--- config.mk ---
export PLATFORM = sky130hd
export DESIGN_NAME = halt_ctrl
export DESIGN_NICKNAME = d
export VERILOG_FILES = /design/src/hw/halt_pkg.sv /design/src/hw/periph_gate.sv /design/src/hw/halt_ctrl.sv
export VERILOG_INCLUDE_DIRS = /design/src /design/src/hw
export SDC_FILE = /design/constraint.sdc
export NUM_CORES = 1
export LEC_CHECK = 0
export BUFFER_PORTS_ARGS = -buffer_cell sky130_fd_sc_hd__buf_4
export CORE_MARGIN = 2
export CORE_UTILIZATION = 42
export DETAILED_ROUTE_END_ITERATION = 10
export PLACE_DENSITY = 0.78
export SETUP_SLACK_MARGIN = 0.1
export SYNTH_ARGS = -nofsm -noshare
export SYNTH_HDL_FRONTEND = slang
export SYNTH_SLANG_ARGS = --single-unit
--- constraint.sdc ---
create_clock -name clk -period 1.39 [get_ports clk]
set_input_delay 0.278 -clock clk [delete_from_list [all_inputs] [get_ports clk]]
set_output_delay 0.278 -clock clk [all_outputs]
set_load 0.05 [all_outputs]
--- src/hw/halt_consts.svh ---
// constants and notes for the halt power controller
// Notes on behaviour
// - halt instruction enters halt, cpu powered down
// - oscillator and system clock keep running in halt
// - halted cpu stopped, program counter frozen
// - watchdog oscillator runs, counter runs if enabled
// - enabled peripherals keep operating during halt
// - any interrupt request ends halt
// - watchdog timeout ends halt, interrupt or reset
// - power-on, brownout, external reset also end halt
// - per-peripheral disable gates clock or cuts power
`ifndef HALT_CONSTS_SVH
`define HALT_CONSTS_SVH
`define HALT_NUM_PERIPH    8
`define HALT_PDIS_RESET    8'h00
`define HALT_RST_HOLD_CYC  4'h4
`define HALT_ACT_BIT       0
`define HALT_HLT_BIT       1
`define HALT_RST_BIT       2
`endif

--- src/hw/halt_pkg.sv ---
// types for the halt power controller
package halt_pkg;
    // one-hot controller states
    typedef enum logic [2:0] {
        ST_RUN   = 3'b001,
        ST_HALT  = 3'b010,
        ST_RESET = 3'b100
    } halt_state_t;
    // wake cause reported to the core
    typedef struct packed {
        logic by_irq;
        logic by_wdt;
        logic by_reset;
    } wake_cause_t;
    // reset source inputs grouped
    typedef struct packed {
        logic por;
        logic bor;
        logic ext;
    } reset_src_t;
endpackage

--- src/hw/periph_gate.sv ---
// per-peripheral clock gate enable and power switch control
`timescale 1ns/1ps
`default_nettype none
module periph_gate #(
    parameter int N = 8
) (
    // clock and reset
    input  wire logic         clk,
    input  wire logic         rst_b,
    // control
    input  wire logic [N-1:0] disable_bits,
    input  wire logic [N-1:0] pwr_mode,
    // results
    output logic      [N-1:0] clk_en,
    output logic      [N-1:0] pwr_en
);
    logic [N-1:0] clk_en_r;   // registered clock enables
    logic [N-1:0] pwr_en_r;   // registered power enables
    logic [N-1:0] clk_en_nxt;
    logic [N-1:0] pwr_en_nxt;

    // halt plays no part here: disable is independent of low-power mode
    genvar g;
    generate
        for (g = 0; g < N; g++) begin : g_per
            // power-mode peripherals lose power, others lose clock
            always_comb begin
                clk_en_nxt[g] = ~disable_bits[g] | pwr_mode[g];
                pwr_en_nxt[g] = ~(disable_bits[g] & pwr_mode[g]);
            end
        end
    endgenerate

    // register so gate enables never glitch
    always_ff @(posedge clk) begin
        if (!rst_b) begin
            clk_en_r <= '1;
            pwr_en_r <= '1;
        end else begin
            clk_en_r <= clk_en_nxt;
            pwr_en_r <= pwr_en_nxt;
        end
    end
    assign clk_en = clk_en_r;
    assign pwr_en = pwr_en_r;
endmodule
`default_nettype wire

--- src/hw/halt_ctrl.sv ---
// halt mode controller with wake sources and peripheral disables
`timescale 1ns/1ps
`default_nettype none
`include "halt_consts.svh"
module halt_ctrl #(
    parameter int NP = `HALT_NUM_PERIPH
) (
    // clock and reset
    input  wire logic                 clk,
    input  wire logic                 rst_b,
    // cpu side, same clock
    input  wire logic                 halt_instr,
    input  wire logic                 irq_pending,
    // watchdog, from its own rc domain
    input  wire logic                 wdt_enable,
    input  wire logic                 wdt_timeout,
    // reset sources, asynchronous pins
    input  wire halt_pkg::reset_src_t reset_src,
    // peripheral disable controls
    input  wire logic [NP-1:0]        periph_disable,
    input  wire logic [NP-1:0]        periph_pwr_mode,
    // core control
    output logic                      cpu_run,
    output logic                      pc_advance_en,
    output logic                      cpu_reset_req,
    output logic                      irq_service,
    output logic                      halted,
    output halt_pkg::wake_cause_t     wake_cause,
    // clocks and watchdog
    output logic                      osc_en,
    output logic                      sysclk_en,
    output logic                      wdt_osc_en,
    output logic                      wdt_count_en,
    // peripherals
    output logic [NP-1:0]             periph_clk_en,
    output logic [NP-1:0]             periph_pwr_en
);
    // the cpu side arrives on this clock and is read directly; the watchdog
    // and the reset pins come from other domains and are synchronised first
    // nothing here needs a clock enable; every flop runs on every edge
    // two-stage synchronisers for async inputs
    // each pin gets its own pair; the pins need not be coherent
    logic [1:0] wdt_s1_r;      // first stage, read only by second
    logic [1:0] wdt_s2_r;      // {enable, timeout} synced
    logic [2:0] rst_s1_r;      // first stage of reset sources
    logic [2:0] rst_s2_r;      // synced reset sources
    logic [1:0] wdt_s1_nxt;
    logic [2:0] rst_s1_nxt;

    // the watchdog runs from its own rc oscillator, so both its lines are
    // asynchronous levels; a pulse shorter than one clock may be missed
    // synchroniser next values
    always_comb begin
        wdt_s1_nxt = {wdt_enable, wdt_timeout};
        rst_s1_nxt = {reset_src.por, reset_src.bor, reset_src.ext};
    end

    // synchroniser flops
    // the first stage may go metastable; only the second stage is read
    // all stages clear in reset, so no false event follows it
    always_ff @(posedge clk) begin
        if (!rst_b) begin
            wdt_s1_r <= 2'h0;
            wdt_s2_r <= 2'h0;
            rst_s1_r <= 3'h0;
            rst_s2_r <= 3'h0;
        end else begin
            wdt_s1_r <= wdt_s1_nxt;
            wdt_s2_r <= wdt_s1_r;
            rst_s1_r <= rst_s1_nxt;
            rst_s2_r <= rst_s1_r;
        end
    end

    // decoded views of the synchronised inputs
    logic wdt_en_sync;   // watchdog enabled, synced
    logic wdt_to_sync;   // watchdog timeout, synced
    logic any_reset;     // any reset source active
    assign wdt_en_sync = wdt_s2_r[1];
    assign wdt_to_sync = wdt_s2_r[0];
    // the three reset sources are not told apart; any one is enough
    assign any_reset   = |rst_s2_r;

    // state, wake cause and reset hold counter
    // one-hot code; each decode below still compares all three state bits
    halt_pkg::halt_state_t state_r;
    halt_pkg::halt_state_t state_nxt;
    halt_pkg::wake_cause_t cause_r;
    halt_pkg::wake_cause_t cause_nxt;
    logic [3:0]            hold_r;     // cycles left of reset pulse
    logic [3:0]            hold_nxt;
    logic                  svc_r;      // one-cycle interrupt service pulse
    logic                  svc_nxt;

    // next-state logic; reset sources take priority over interrupts
    // defaults hold the state; the service pulse lasts a single cycle
    always_comb begin
        state_nxt = state_r;
        cause_nxt = cause_r;
        hold_nxt  = hold_r;
        svc_nxt   = 1'b0;
        case (state_r)
            halt_pkg::ST_RUN: begin
                // a reset source wins over a halt instruction in the same cycle
                if (any_reset) begin
                    // reset from run keeps the last wake cause
                    state_nxt = halt_pkg::ST_RESET;
                    hold_nxt  = `HALT_RST_HOLD_CYC;
                end else if (halt_instr) begin
                    // halt is honoured only here; the core stops at this edge
                    state_nxt = halt_pkg::ST_HALT;
                end
            end
            halt_pkg::ST_HALT: begin
                // wake sources by priority: reset, then watchdog, then interrupt
                if (any_reset) begin
                    // reset wake: run the full reset sequence
                    state_nxt = halt_pkg::ST_RESET;
                    hold_nxt  = `HALT_RST_HOLD_CYC;
                    cause_nxt = '{by_irq: 1'b0, by_wdt: 1'b0, by_reset: 1'b1};
                end else if (wdt_to_sync) begin
                    // either watchdog flavour ends halt; the watchdog itself
                    // raises its irq or reset afterwards
                    state_nxt = halt_pkg::ST_RUN;
                    cause_nxt = '{by_irq: 1'b0, by_wdt: 1'b1, by_reset: 1'b0};
                end else if (irq_pending) begin
                    // the core services the pending request before anything else
                    state_nxt = halt_pkg::ST_RUN;
                    svc_nxt   = 1'b1;
                    cause_nxt = '{by_irq: 1'b1, by_wdt: 1'b0, by_reset: 1'b0};
                end
            end
            halt_pkg::ST_RESET: begin
                // hold reset while any source stays active
                // the count reloads on every active cycle, so a bouncing pin keeps
                // the core in reset until the pin has been quiet for the hold time
                if (any_reset) begin
                    hold_nxt = `HALT_RST_HOLD_CYC;
                end else if (hold_r != 4'h0) begin
                    // count down the hold time
                    hold_nxt = hold_r - 4'h1;
                end else begin
                    // hold spent: release the core into its reset sequence
                    state_nxt = halt_pkg::ST_RUN;
                end
            end
            default: begin
                // illegal code, recover to run
                state_nxt = halt_pkg::ST_RUN;
            end
        endcase
    end

    // state registers
    // the wake cause survives until the next wake from halt
    always_ff @(posedge clk) begin
        if (!rst_b) begin
            state_r <= halt_pkg::ST_RUN;
            cause_r <= '0;
            hold_r  <= 4'h0;
            svc_r   <= 1'b0;
        end else begin
            state_r <= state_nxt;
            cause_r <= cause_nxt;
            hold_r  <= hold_nxt;
            svc_r   <= svc_nxt;
        end
    end

    // cpu_run follows the next state, so it drops at the same edge as halted
    // rises and the program counter takes no further step
    // output register next values
    logic run_nxt;
    logic wdtc_nxt;
    logic run_r;
    logic wdtc_r;
    always_comb begin
        run_nxt  = (state_nxt == halt_pkg::ST_RUN);
        wdtc_nxt = wdt_en_sync;
    end

    // output registers
    // reset leaves the core running with the watchdog counter stopped
    always_ff @(posedge clk) begin
        if (!rst_b) begin
            run_r  <= 1'b1;
            wdtc_r <= 1'b0;
        end else begin
            run_r  <= run_nxt;
            wdtc_r <= wdtc_nxt;
        end
    end

    // core control outputs
    // halted and reset request are plain decodes of the one-hot state
    assign cpu_run       = run_r;
    assign pc_advance_en = run_r;
    assign halted        = (state_r == halt_pkg::ST_HALT);
    assign cpu_reset_req = (state_r == halt_pkg::ST_RESET);
    assign irq_service   = svc_r;
    assign wake_cause    = cause_r;

    // clocks stay on in halt; only stop mode, not built here, turns them off
    // keeping them on is what lets enabled peripherals run through halt
    assign osc_en       = 1'b1;
    assign sysclk_en    = 1'b1;
    assign wdt_osc_en   = 1'b1;
    assign wdt_count_en = wdtc_r;

    // peripherals: only their own disable and power-mode bits matter, halt does not
    // the gate registers its enables, one cycle behind the disable inputs
    periph_gate #(
        .N(NP)
    ) u_gate (
        .clk          (clk),
        .rst_b        (rst_b),
        .disable_bits (periph_disable),
        .pwr_mode     (periph_pwr_mode),
        .clk_en       (periph_clk_en),
        .pwr_en       (periph_pwr_en)
    );
endmodule
`default_nettype wire

# [Word level (Yosys, flattened, before mapping)]
# Index checks and enable logic that the tools add are counted.
[word_totals] regBits=39 input_bits=25 output_inout_bits=28 elab_cells=79
[classes] n_addsub=1 eq_ne=6 muxes=16 n_bitwise=34 n_reduce_logical=8
[ops] cell="2-to-1 mux 3 bit" count=10
[ops] cell="inverter 1 bit" count=18
[ops] cell="2-to-1 mux 4 bit" count=3
[ops] cell="one-hot mux 3 bit (3 select lines)" count=1
[ops] cell="bitwise AND 1 bit" count=8
[ops] cell="bitwise OR 1 bit" count=8
[ops] cell="one-hot mux 4 bit (2 select lines)" count=1
[ops] cell="== test 3 x 1 -> 1 bit, second input constant" count=2
[ops] cell="OR reduction 6 bit" count=1
[ops] cell="nonzero test 4 bit" count=1
[ops] cell="subtractor 4 x 1 -> 4 bit, second input constant" count=1
[ops] cell="== test 3 x 2 -> 1 bit, second input constant" count=1
[ops] cell="== test 3 bit, second input constant" count=1
[ops] cell="!= test 3 x 1 -> 1 bit, second input constant" count=1
[ops] cell="AND reduction 3 bit" count=1
[ops] cell="nonzero test 3 bit" count=1
[ops] cell="OR reduction 3 bit" count=1
[ops] cell="!= test 2 x 1 -> 1 bit, second input constant" count=1
[ops] cell="AND reduction 2 bit" count=1
[ops] cell="nonzero test 2 bit" count=1
[ops] cell="OR reduction 2 bit" count=1
[ops] cell="2-to-1 mux 1 bit" count=1

# [Longest topological paths before layout]
# Gate-level depths: netlist (run 1).
[logic_depth] ltp_word=5 depth_mapped=6 mapped_depth_nobuf=6

# [Hierarchy]
# A second synthesis (run 1) with hierarchy kept.
[unflattened] cells_unflattened=133 hier_area_um2=1430.1
[by_module_without_submodules] module="halt_ctrl" instances=1 cells_per_inst=99 area_per_inst_um2=973.4 seq_area_each_um2=460.4
[by_module_without_submodules] module="periph_gate" instances=1 cells_per_inst=34 area_per_inst_um2=456.7 seq_area_each_um2=320.3

# [Worst setup path before layout (run 1)]
# Ideal clock, no wire load.
[synth_path] path_type="flip-flop to flip-flop" start="reg state_r[1]" end="reg run_r, in the netlist cpu_run" setup_time_ns=0.151 t_arrival_ns=1.730 required_ns=1.239 setup_slack_ns=-0.491 stages_incl_launch_ff=5 n_path_buf=0 synth_period_minus_slack_ns=1.881 cell_sequence="dfxtp_1 nor3b_2 o21ai_0 o21ai_0 o311ai_0"
[synth_between] elab_cells_between_ends=12 classes_between="4 x eq/ne; 8 x mux"
[synth_rtl] element="start: declaration" line="halt_ctrl.sv:86" rtl="halt_pkg::halt_state_t state_r;"
[synth_rtl] element="start signal: assignment" line="halt_ctrl.sv:158" rtl="state_r <= halt_pkg::ST_RUN;"
[synth_rtl] element="start signal: assignment" line="halt_ctrl.sv:163" rtl="state_r <= state_nxt;"
[synth_rtl] element="== test 3 x 2 -> 1 bit"
[synth_rtl] element="named net halted" line="halt_ctrl.sv:27" rtl="output logic halted,"
[synth_rtl] element="one-hot mux 3 bit (3 select lines)" line="halt_ctrl.sv:102" rtl="case (state_r)"
[synth_rtl] element="== test 3 x 1 -> 1 bit" line="halt_ctrl.sv:178" rtl="run_nxt = (state_nxt == halt_pkg::ST_RUN);"
[synth_rtl] element="end signal: assignment" line="halt_ctrl.sv:189" rtl="run_r <= run_nxt;"
[synth_rtl] element="end: declaration" line="halt_ctrl.sv:175" rtl="logic run_r;"
# The timed path passes the listed nets, and every way through them passes these cells.
# A chain may end at the register's enable or synchronous reset.

# [Worst setup path in the final report (run 1)]
[layout_path] start="reg state_r[0]" end="out cpu_reset_req"
[layout_between] elab_chain_cells=1
[layout_lines] element="== test 3 bit" line="halt_ctrl.sv:199" rtl="assign cpu_reset_req = (state_r == halt_pkg::ST_RESET);"
[layout_lines] element="end: declaration" line="halt_ctrl.sv:25" rtl="output logic cpu_reset_req,"
# No other way between the ends.

==> results of run 1 <==
## synthesized netlist by cell type (2+ instances only)
cell type / count
o21ai_0: 5
o22ai_1: 2
nand2_1: 8
nor2_1: 3
nand3_1: 8
inv_1: 3
nand3b_1: 8
o311ai_0: 2
nor2b_1: 2
clkbuf_1: 4
dfxtp_1: 39
a21oi_1: 2
and2_1: 12
nor3_1: 5
buf_4: 4
or3_1: 2
a31oi_1: 2
## power breakdown
group          switching (W)  internal (W)  total [W]
Clock               0.000354      0.000378   0.000733
Combinational       0.000340      0.000246   0.000586
Sequential         0.0000282       0.00118    0.00121
Total               0.000723       0.00180    0.00253
## logic make-up (layout without fill, tap and decap cells)
| group | Yosys count | in the layout |
|---|---|---|
| AND/OR/NAND/NOR | 56 | 56 |
| other | 1 | 3 |
| flip-flops | 39 | 39 |
| buffers and inverters | 14 | 80 |
| AO/OA/AOI/OAI | 19 | 19 |
| XOR/XNOR | 1 | 1 |
| adder cells (fa/ha/maj) | 1 | 1 |
## layout make-up
cell class | instances | share of cell area
Clock buffer | 5 | 0.0178
Clock inverter | 3 | 0.0208
Inverter | 4 | 0.0107
Multi-Input combinational cell | 80 | 0.292
Sequential cell | 39 | 0.374
Tap cell | 44 | 0.0261
Timing Repair Buffer | 68 | 0.258
## flip-flops by register name, summed over array words and instances (netlist names), 2 cells and up
signal and cells:
hold_r 4, rst_s1_r 3, rst_s2_r 3, state_r 3, u_gate.clk_en 8, u_gate.pwr_en 8
wake_cause 3, wdt_s1_r 2, wdt_s2_r 2
## repair_timing
action,CTS,global route
pin swaps,14,7
setup endpoints to repair,11,13
setup buffers,7,1
gates resized for setup,33,6
## routing by layer
metal  wire, µm  vias up
met4         34        0
met1       1130      543
met3        258        6
met5          0        -
li1           -      580
met2       1550       48
## through the flow
stage | utilization | instances | total power, W | hold slack [ps] | TNS [ps]
global placement | 0.600 | 228 | 0.00169 | 416 | -266
floorplan | - | 133 | 0.00154 | 361 | -1240
finish | 0.691 | 243 | 0.00253 | 122 | -711
detailed placement | 0.600 | 228 | 0.00170 | 420 | -953
CTS | 0.684 | 243 | 0.00252 | 114 | -690
global route | 0.691 | 243 | 0.00265 | 113 | -1280
## worst register-to-register path, stage by stage, from the launching register on
cell and delay, ps:
dfxtp_2 340, or3b_4 430, buf_4 150, buf_6 110, nor3_4 160, nand2_2 90, o22ai_1 170
## worst paths after layout
check        cells after the start               end          startpoint  slack [ps]
max reg2reg                      6         hold_r[0]          state_r[0]        -130
min                              2  u_gate.pwr_en[0]  periph_pwr_mode[0]         120
max                              3     cpu_reset_req          state_r[0]        -180
min reg2reg                      1       wdt_s2_r[0]         wdt_s1_r[0]         450
==> impl_results.md, run 1 <==
* Outcome: finished, violations left
* Failing checks: setup timing
* Initial Utilization at 0.444
* Pleak at 0.898 nW
* Min-delay worst type: input pin to flip-flop
* Async SR Flop Fraction at 0
* Crit. End Element: output port
* Via density at 4.84
* PortBufs at 49
* Hpwl dp at 1990 µm
* Hold Buf Count CTS at 0
* Crit-path slowest cell: or3b_4
* Final min period at 1570 ps
* DRT iter0 DRCs at 23
* Crit Path Class: flip-flop to output port
* Core area at 3050 µm²
* DIE WIDTH at roughly 61 µm
* Number of global-route vias before repair at 1180
* Final setup fails at 7
* First-pass GRT wire length at approximately 4800 µm
* Compound-cell area share of the yosys netlist at 0.0978
* Inserted Diodes at 0
* Root buffer cell: clkbuf_4
* GRT overflow at 0
* Largest delay share family, worst path: simple AND/OR/NAND/NOR gates
* Largest net degree at the start of global routing at 22
* Mapped cell area at ~1400 µm²
* Leading cell type in the layout, fill and taps excluded: buf_4
* CP Max Fanout at 2
* Total wire length at 2970 µm
* Mean area per synthesized cell at 10.4 µm²
* Die ar. at 3700 µm²
* Remaining antenna violation count at 0
* Layout Skew at 3.17 ps
* # DRC at 0
* Sequential Area at 790 µm²
* CTS tree: yes
* Synth cell types at 37
* Main combinational cell family by area after synthesis: simple AND/OR/NAND/NOR gates
* Htree depth at 2
* GRT Util Overall at 0.173
* Main synth FF type: dfxtp_1
* RSZ-0062 raised after global routing: true
* Post-synth top area share at 0.576
* CP startpoint kind: flip-flop
* Cells along the critical path: or3b_4 -> inv_8 -> buf_8
* EDFF count, synth at 0
* Max cap viols at 0
* Initial antenna violation count at 0
* Post-Synth Simple-Gate Area at 0.252
* Drt pass-1 iters at 4
* Synth Warn # at 0
* Vias at 1177
* Worst Path Required at around 1100 ps
* Crit-path max cell delay at 430 ps
* Area Growth Syn to Fin at 55.5%
* Power per Cell Area at roughly 1200 nW/µm²
* Worst skew pair latency at between 300 and 400 ps
* Post-Synth XOR/XNOR Area at 0.00646
* Final worst setup slack at -183 ps
* Worst-path clk slew at between 100 and 150 ps
* Fraction of the mapped netlist area in adder cells at 0.00923
* Row Count at 20
* Routing usage on met2 at 0.327
* Hold Fails Final Rpt at 0
* Clk sinks at 39
* Number of I/O pins at between 50 and 60
* Fillers at 239
* Worst path bufs/invs at 2
* Seq/Total Area, Yosys at 0.576
* Global route hottest layer: met2
* Slew Viols, Final at 0
* Synth area leaders: dfxtp_1, and2_1, nand3b_1, nand3_1, buf_4
* Most frequent cells in the layout: buf_4, dfxtp_1, and2_1
* Die outline height at 60.8 µm
* GPL Wtd Cong at roughly 0.78
* Fin nets at 224
* Peak supply drop at ~0.76 mV
* CTS Buffer Depth at 2
* Placed cell area at 1830 µm²
* Proportion of synthesized area in mux cells at 0
* Post-synth top area cell: dfxtp_1
* Final period utilization at 1.13
* Dpl ws at -174 ps
* Worst endpoint data arrival time at about 1300 ps
* Post-Syn Instances at 131
* Final Cell Area at 2110 µm²
* Met1 Resource Use GR at 0.180
* TritonCTS Buffers at 5
* FMAX at 636 MHz
* Avg WL per Cell at 12.2 µm
* #FFs+latches synth at 39
* Share of cells above drive strength 1 at 0.528
* Multi-input gate area at 617 µm²
* M3 GR Usage at 0.0554
(Power assumes the default switching activity.)
==> inputs of run 2 (changes only) <==
CTS_BUF_LIST = sky130_fd_sc_hd__clkbuf_2   (was unset)
==> impl_results.md, run 2 (same netlist as run 1, synthesis figures left out) <==
* Crit. End Element: output port (unchanged)
* Hold wc startpoint: periph_pwr_mode[0] (unchanged)
* CTS Buffer Depth at 2 (unchanged)
* Htree depth at 2 (unchanged)
* Hold Buf Count CTS at 0 (unchanged)
* Crit Path Class: flip-flop to output port (unchanged)
* DIE WIDTH at 60.8 µm (unchanged)
* Crit-path max cell delay at 430 ps (about the same)
* Min Hold Slack at 60.3 ps (was 122 ps)
* GRT overflow at 0 (unchanged)
* Worst endpoint data arrival time at 1370 ps (was 1300 ps)
* TritonCTS Buffers at 5 (unchanged)
* CTS tree: yes (unchanged)
* Slew Viols, Final at 0 (unchanged)
* Power per Cell Area at 1160 nW/µm² (was 1200 nW/µm²)
* Area Growth Syn to Fin at 56.0% (was 55.5%)
* Root buffer cell: clkbuf_2 (was clkbuf_4)
* Fin Setup TNS at -1210 ps (was -711 ps)
* Peak supply drop at 0.865 mV (was 0.755 mV)
* Hold Fails Final Rpt at 0 (unchanged)
* Vias at 1169 (was 1177)
* Leading cell type in the layout, fill and taps excluded: buf_4 (unchanged)
* CP startpoint kind: flip-flop (unchanged)
* # DRC at 0 (unchanged)
* Die outline height at 60.8 µm (unchanged)
* Crit-path slowest cell: or3b_4 (unchanged)
* Share of cells above drive strength 1 at 0.533 (was 0.528)
* Number of global-route vias before repair at 1154 (was 1180)
* First-pass GRT wire length at 4690 µm (was 4800 µm)
* Avg WL per Cell at 12.5 µm (was 12.2 µm)
* Layout Skew at 5.24 ps (was 3.17 ps)
* Clk sinks at 39 (unchanged)
* PortBufs at 49 (unchanged)
* Worst-path clk slew at 190 ps (was 110 ps)
* Hpwl dp at 1990 µm (unchanged)
* Final worst setup slack at -260 ps (was -183 ps)
* Total wire length at 3040 µm (was 2970 µm)
* Cells along the critical path: or3b_4 -> inv_8 -> buf_8 (unchanged)
* GRT Util Overall at 0.171 (was 0.173)
* Most frequent cells in the layout: buf_4, dfxtp_1, and2_1 (unchanged)
* Post-route insts no fill at 243 (unchanged)
* Fillers at 238 (was 239)
* Number of I/O pins at 53 (unchanged)
* Worst path bufs/invs at 2 (unchanged)
* GPL Wtd Cong at 0.780 (unchanged)
* Reg2reg start: state_r[0] (unchanged)
* Worst Path Required at 1110 ps (about the same)
* Die ar. at 3700 µm² (unchanged)
* Largest delay share family, worst path: simple AND/OR/NAND/NOR gates (unchanged)
* Fin nets at 224 (unchanged)
* Core area at 3050 µm² (unchanged)
* Sequential Area at 791 µm² (was 790 µm²)
* Pleak at 0.902 nW (was 0.898 nW)
* Failing checks: setup timing (unchanged)
* CP Max Fanout at 2 (unchanged)
* Largest net degree at the start of global routing at 22 (unchanged)
* Worst skew pair latency at 380 ps (was 330 ps)
* Final setup fails at 9 (was 7)
* FMAX at 606 MHz (was 636 MHz)
* DRT iter0 DRCs at 29 (was 23)
* Multi-input gate area at 631 µm² (was 617 µm²)
* Drt pass-1 iters at 4 (unchanged)
* Initial antenna violation count at 0 (unchanged)
* DP Cell Count at 228 (unchanged)
* Row Count at 20 (unchanged)
* Initial Utilization at 0.444 (unchanged)
* Final min period at 1650 ps (was 1570 ps)
* Remaining antenna violation count at 0 (unchanged)
* Min-delay worst type: input pin to flip-flop (unchanged)
* RSZ-0062 raised after global routing: true (unchanged)
* Dpl ws at -174 ps (unchanged)
* Worst setup startpoint: state_r[0] (unchanged)
* Outcome: finished, violations left (unchanged)
* Final period utilization at 1.19 (was 1.13)
* Inserted Diodes at 0 (unchanged)
* Via density at 4.81 (was 4.84)
* Max cap viols at 0 (unchanged)
## run 2: final timing paths
path,end,slack [ps],cells after the start
worst max-delay path,cpu_reset_req,-260,3
worst min-delay path,u_gate.pwr_en[0],60,2
worst max register to register,hold_r[0],-180,6
worst min register to register,wdt_s2_r[0],460,1
## run 2: layer usage
layer	vias to the layer above	share of wire	global-route usage
li1	583	-	-
met1	539	0.39	0.168
met2	42	0.53	0.327
met3	5	0.078	0.0576
met4	0	0.0095	0.0621
met5	-	0	0
## run 2: cell type report
| type | instances | share of cell area |
|---|---|---|
| sequential | 39 | 0.374 |
| multi-input combinational | 80 | 0.298 |
| timing repair buffer | 68 | 0.259 |
| tap | 44 | 0.0260 |
| clock inverter | 3 | 0.0207 |
| clock buffer | 5 | 0.0118 |
| inverter | 4 | 0.0106 |
## run 2: what timing repair did
action	CTS	global route
resized for setup	34	11
hold endpoints to repair	0	0
buffers inserted	7	4
pin swaps	14	11
endpoints found under the setup margin	11	15
## run 2: report_power, final
part | internal [W] | switching [W] | leakage [nW]
combinational | 0.000244 | 0.000341 | 0.536
sequential | 0.00118 | 0.0000293 | 0.324
clock | 0.000305 | 0.000364 | 0.0429
## run 2: per-stage QoR
stage / area [µm²] / util / power, W
2_1_floorplan: 1380 / - / 0.00154
3_3_place_gp: 1830 / 0.600 / 0.00169
3_5_place_dp: 1830 / 0.600 / 0.00170
4_1_cts: 2080 / 0.681 / 0.00245
5_1_grt: 2120 / 0.693 / 0.00257
6_report: 2120 / 0.693 / 0.00246
